**config.mk**
```make
export PLATFORM = sky130hd
export DESIGN_NAME = nand_chain_core
export DESIGN_NICKNAME = d
export VERILOG_FILES = /design/src/pkg/nand_chain_pkg.sv /design/src/rtl/nand_chain_core.sv
export SDC_FILE = /design/constraint.sdc
export NUM_CORES = 1
export LEC_CHECK = 0
export BUFFER_PORTS_ARGS = -buffer_cell sky130_fd_sc_hd__buf_2
export CAP_MARGIN = 25
export CORE_AREA = 2 2 39 41
export DETAILED_ROUTE_END_ITERATION = 6
export DIE_AREA = 0 0 41 43
export MAX_ROUTING_LAYER = met4
export PLACE_DENSITY = 0.36
export SLEW_MARGIN = 20
export SYNTH_ARGS = -nofsm -noshare
export SYNTH_HDL_FRONTEND = slang
export SYNTH_SLANG_ARGS = --single-unit
```
**constraint.sdc**
```tcl
create_clock -name vclk -period 0.8
set_input_delay 0.08 -clock vclk [all_inputs]
set_output_delay 0.08 -clock vclk [all_outputs]
set_load 0.01 [all_outputs]
```
**src/pkg/nand_chain_pkg.sv**
```systemverilog
// Shared constants and carrier types for the pin chain test logic
package nand_chain_pkg;

    // Number of pins that feed the chain
    localparam int unsigned CHAIN_LEN = 17;

    // Chain position of each pin, first position is the far end
    localparam int unsigned IDX_LAMP_G4_A          = 0;
    localparam int unsigned IDX_LAMP_G4_B          = 1;
    localparam int unsigned IDX_LAMP_G3_A          = 2;
    localparam int unsigned IDX_LAMP_G3_B          = 3;
    localparam int unsigned IDX_TIMING_GPIO_PIN    = 4;
    localparam int unsigned IDX_LAMP_G2_A          = 5;
    localparam int unsigned IDX_LAMP_G2_B          = 6;
    localparam int unsigned IDX_POWER_EVENT_PIN    = 7;
    localparam int unsigned IDX_SYNC_CLOCK_OUT_PIN = 8;
    localparam int unsigned IDX_SERIAL_OUT_PIN     = 9;
    localparam int unsigned IDX_SERIAL_IN_DATA_PIN = 10;
    localparam int unsigned IDX_SERIAL_SELECT_PIN  = 11;
    localparam int unsigned IDX_SERIAL_CLOCK_PIN   = 12;
    localparam int unsigned IDX_LAMP_G5_A          = 13;
    localparam int unsigned IDX_LAMP_G5_B          = 14;
    localparam int unsigned IDX_LAMP_G1_A          = 15;
    localparam int unsigned IDX_LAMP_G1_B          = 16;

    typedef logic [CHAIN_LEN-1:0] pin_vec_t;

    // Strap word is {lamp_g2_b, lamp_g2_a, lamp_g4_a}
    typedef logic [2:0] strap_t;
    localparam strap_t CHAIN_STRAP = 3'h0;

    // Reset and idle values
    localparam pin_vec_t PIN_ALL_OFF = 17'h00000;
    localparam pin_vec_t PIN_ALL_ON  = 17'h1ffff;
    localparam strap_t   STRAP_RST   = 3'h0;
    localparam logic     IRQ_IDLE    = 1'b1;

    // Drive bundle for a group of two-way pins
    typedef struct packed {
        pin_vec_t dat;
        pin_vec_t oe;
    } pad_drive_s;

    // Operating mode, one-hot
    typedef enum logic [2:0] {
        MODE_STRAP = 3'b001,
        MODE_FUNC  = 3'b010,
        MODE_CHAIN = 3'b100
    } mode_e;

endpackage : nand_chain_pkg

```
**src/rtl/nand_chain_core.sv**
```systemverilog
// Combinational chain of nested NAND gates over the test pins
`timescale 1ns/1ps
module nand_chain_core
    import nand_chain_pkg::*;
(
    input  wire pin_vec_t pin_i,
    output logic          chain_o
);

    // Each pin meets one gate; a low pin forces its stage high and masks
    // everything farther out, so a new low pin flips the end result only when no other low pin lies nearer the output
    always_comb begin
        logic stage;
        stage = 1'b1;
        for (int i = 0; i < CHAIN_LEN; i++) begin
            stage = ~(stage & pin_i[i]);
        end
        // Final inversion makes the all-high case read high
        chain_o = ~stage;
    end

endmodule : nand_chain_core

```
### After elaboration in Yosys (flattened, before gate mapping)

Cells that the tools add are included.

* flip-flop bits (word level): 0
* logic and storage cells: 32
* input port bits: 17

* bitwise logic cells: 32

Operators with widths (number)
* 1-bit bitwise AND: 16
* 1-bit inverter: 16

### Logic depth before layout (Yosys ltp)

* depth in word-level cells: 32
* depth in mapped cells: 4
* mapped depth without buffers: 4

### Least setup slack after synthesis

Ideal clock, no wire load.

* path type: input -> output
* start point: input pin_i[5]
* end point: output chain_o
* stages: 4
* data arrival time: 0.678 ns
* path buffers: 0
* slack: 0.042 ns
* cell sequence: clkinv_1 -> o21ai_1 -> a211o_1 -> a41oi_2

* cells in the longest elaborated chain, start to end: 23

Ends and longest elaborated chain
* from (decl): RTL line nand_chain_core.sv:6 `input wire pin_vec_t pin_i,`
* 1-bit bitwise AND: RTL line nand_chain_core.sv:16 `stage = ~(stage & pin_i[i]);`
* 1-bit inverter: RTL line nand_chain_core.sv:16
* 1-bit bitwise AND: RTL line nand_chain_core.sv:16
* 1-bit inverter: RTL line nand_chain_core.sv:16
* 1-bit bitwise AND: RTL line nand_chain_core.sv:16
* 1-bit inverter: RTL line nand_chain_core.sv:16
* 1-bit bitwise AND: RTL line nand_chain_core.sv:16
* 1-bit inverter: RTL line nand_chain_core.sv:16
* [7 not listed]
* 1-bit inverter: RTL line nand_chain_core.sv:16
* 1-bit bitwise AND: RTL line nand_chain_core.sv:16
* 1-bit inverter: RTL line nand_chain_core.sv:16
* 1-bit bitwise AND: RTL line nand_chain_core.sv:16
* 1-bit inverter: RTL line nand_chain_core.sv:16
* 1-bit bitwise AND: RTL line nand_chain_core.sv:16
* 1-bit inverter: RTL line nand_chain_core.sv:16
* 1-bit bitwise AND: RTL line nand_chain_core.sv:16
* to (decl): RTL line nand_chain_core.sv:7 `output logic chain_o`

Every way passes these cells.

### Final worst setup path

* start point: input pin_i[0]
* end point: output chain_o

* cells in the longest elaborated chain, start to end: 32

Ends and longest elaborated chain (RTL line)
* 1-bit inverter: nand_chain_core.sv:16
* 1-bit bitwise AND: nand_chain_core.sv:16
* 1-bit inverter: nand_chain_core.sv:16
* 1-bit bitwise AND: nand_chain_core.sv:16
* 1-bit inverter: nand_chain_core.sv:16
* 1-bit bitwise AND: nand_chain_core.sv:16
* 1-bit inverter: nand_chain_core.sv:16
* 1-bit bitwise AND: nand_chain_core.sv:16
* [16 not listed]
* 1-bit inverter: nand_chain_core.sv:16
* 1-bit bitwise AND: nand_chain_core.sv:16
* 1-bit inverter: nand_chain_core.sv:16
* 1-bit bitwise AND: nand_chain_core.sv:16
* 1-bit inverter: nand_chain_core.sv:16
* 1-bit bitwise AND: nand_chain_core.sv:16
* 1-bit inverter: nand_chain_core.sv:16
* 1-bit bitwise AND: nand_chain_core.sv:16

Every way passes these cells.

==> results.md <==
Status:
- The flow ran to the end, but the final reports show violations.
- The final reports fail on negative setup slack.

Route:
- The average routed wire per standard cell is between 6 and 7 um.
- In the routed design, unresolved DRC markers number 0.
- The number of search-and-repair iterations in the first detailed-routing pass is 2.
- The remaining number of nets flagged by the antenna check after routing is 0.
- For this block, the routed nets add up to ~340 um of wire.
- The number of vias per cell is 3.31.
- The initial detailed-routing violation count is 1.
- Across all layers, the routed design uses between 150 and 200 vias.

Global routing:
- The number of global-route vias before repair is 165.
- Entering global routing, the biggest net connects 3 pins.
- The initial antenna violation count is 0.
- In the global route stage, overall resource usage came out at 3.89%.
- The first global-routing pass estimated 503 um of wire.
- The total overflow left after global routing is 0.

Timing:
- The worst pin sits at a relative slew slack of between 80% and 90%.
- The worst hold margin is ~0.48 ns.
- The count of pins over their slew limit is 0.
- The minimum period implied by the final worst setup slack is 0.873 ns.
- Of the available clock period, the critical path in the final layout requires 109%.
- The setup slack of the critical path after layout is -0.0726 ns.
- Setup repair after global routing could not meet its margin everywhere.
- The count of final hold-check violations came to 0.
- The highest clock frequency the design can meet is 1150 MHz.
- At the pin with the least slew margin, the transition time is between 0.2 and 0.25 ns.
- The final-report setup violation count is 1.

Synth:
- The count of unique library cells instantiated by Yosys is 10.
- The sequential-to-total area share from yosys stat is 0%.
- The total number of yosys warnings is 0.
- The mapped netlist covers 76.3 sq um.
- Counting every instance in the synthesized netlist gives 13.
- The number of nets in the synthesized netlist is 30.
- The average instance in the mapped netlist occupies just under 6 sq um.

Power and ir drop:
- The power density of the placed cells is a little over 400 nW/um^2.
- In this run the static leakage power is 0.000130 uW.
- The worst voltage drop across the vdd grid is ~0.12 mV.

Die:
- The full die area is 1760 sq um.
- The initial core utilization is 5.52%.
- The die is 43 um tall.
- The number of placement rows is 14.
- The count of pins on the block boundary is 18.
- From left edge to right edge, the die measures just over 40 um.
- The area of the core region is between 1000 and 1500 sq um.

Worst setup path:
- The worst path required time is 0.72 ns.
- Traced cell by cell, the critical path runs through buf_6 -> nand2b_4 -> a21oi_2 -> a211o_1 -> a41oi_2 -> buf_2.
- The worst setup path is of the primary input to output pin kind.
- Counting both buffers and inverters, the worst setup path holds a total of 2.
- The kind of cell adding the most delay to the critical path is compound AO/OA/AOI/OAI gates.
- For this design, the slowest cell found on the critical path is sky130_fd_sc_hd__a211o_1.
- The critical path data arrival time is between 0.7 and 0.8 ns.
- The worst setup path is launched from a primary input.
- The largest fanout on the critical path is 1.
- In this design, the stage delay of the slowest critical-path cell is 0.24 ns.
- The endpoint kind of the worst setup timing path is an output pin.

Layout:
- The net count of the finished layout is 52.
- The final core utilization is a little under a fifth.
- The fraction of layout instances using a drive strength above 1 is 81.8%.
- The most common library cell in the layout ignoring fill and taps is sky130_fd_sc_hd__buf_2.
- The number of antenna repair diodes is 0.
- The synthesis-to-layout area growth is 239%.
- The number of sequential cells in the layout is 0.
- The clock buffers instantiated in the layout total 0.
- The top cell types in the final layout, fill and taps aside, are sky130_fd_sc_hd__buf_2 (13), sky130_fd_sc_hd__buf_6 (5), sky130_fd_sc_hd__inv_1 (2), sky130_fd_sc_hd__nand3_2 (2), sky130_fd_sc_hd__buf_4 (2).
- The register area is 0 sq um.

Clock tree:
- Post-CTS timing repair inserted 0 buffers for setup.
- The number of hold buffers added after CTS is 0.

Place:
- Input and output buffers added on the ports amount to 18.
- The congestion estimate from routability-driven global placement came to 0.566.

Flow run:
- The count of max-cap constraint violations is 0.

Hold path:
- The path class of the lowest-slack min-delay path is primary input to output pin.
-- cells in the mapped netlist --
master	n	share of area, %
sky130_fd_sc_hd__clkinv_1	1	4.9
sky130_fd_sc_hd__nand3_1	2	13
sky130_fd_sc_hd__nand2_1	1	4.9
sky130_fd_sc_hd__o21ai_0	2	13
sky130_fd_sc_hd__o21ai_1	1	6.6
sky130_fd_sc_hd__nand2b_1	1	8.2
sky130_fd_sc_hd__a211o_1	1	11
sky130_fd_sc_hd__a21oi_1	1	6.6
sky130_fd_sc_hd__inv_1	2	9.8
sky130_fd_sc_hd__a41oi_2	1	21
-- cell families (layout without fill, tap and decap cells) --
family                 Yosys count  in the layout  share of synthesized area [%]
AO/OA/AOI/OAI                    6              6                           59.0
AND/OR/NAND/NOR                  4              4                           26.2
buffers and inverters            3             23                           14.8
-- power by group --
part           leakage [uW]  switching, uW  internal (uW)
sequential                0              0              0
clock                     0              0              0
combinational      0.000130           36.1           69.2
total              0.000130           36.1           69.2
-- layer usage --
layer | GRT usage (%) | share of wire (%)
met4 | 0 | 0
met1 | 4.11 | 39
met5 | - | 0
met2 | 7.81 | 41
met3 | 0 | 20
-- path summary, 6_finish.rpt --
check / startpoint / endpoint / slack [ns] / depth (start not counted)
worst min-delay path: pin_i[15] / chain_o / 0.48 / 3
worst max-delay path: pin_i[0] / chain_o / -0.07 / 6
-- worst min-delay path, cell delays in order --
cell and delay [ns]:
sky130_fd_sc_hd__buf_2 0.10, sky130_fd_sc_hd__a41oi_2 0.09, sky130_fd_sc_hd__buf_2 0.13
-- what timing repair did --
| item | 4_1_cts | 5_1_grt |
|---|---|---|
| resized for setup | 10 | 2 |
| setup endpoints to repair | 1 | 1 |
| pin swaps | 5 | 1 |
-- per-stage QoR --
| stage | TNS [ns] | cell area [sq um] | setup slack (ns) | power [uW] | instances |
|---|---|---|---|---|---|
| 5_1_grt | -0.138 | 259 | -0.138 | 118 | 49 |
| 3_5_place_dp | -0.184 | 201 | -0.184 | 76.7 | 49 |
| 4_1_cts | -0.0816 | 249 | -0.0816 | 101 | 49 |
| 2_1_floorplan | 0 | 76.3 | 0.0422 | 21.8 | 13 |
| 6_report | -0.0726 | 259 | -0.0726 | 105 | 49 |
| 3_3_place_gp | -0.186 | 201 | -0.186 | 78.1 | 49 |
-- layout make-up --
class                      instances  area (sq um)
timing repair buffer              20           136
inverter                           3          12.5
fill                             154          1120
multi-input combinational         10          90.1
tap                               16          20.0
(Power assumes the default switching activity.)
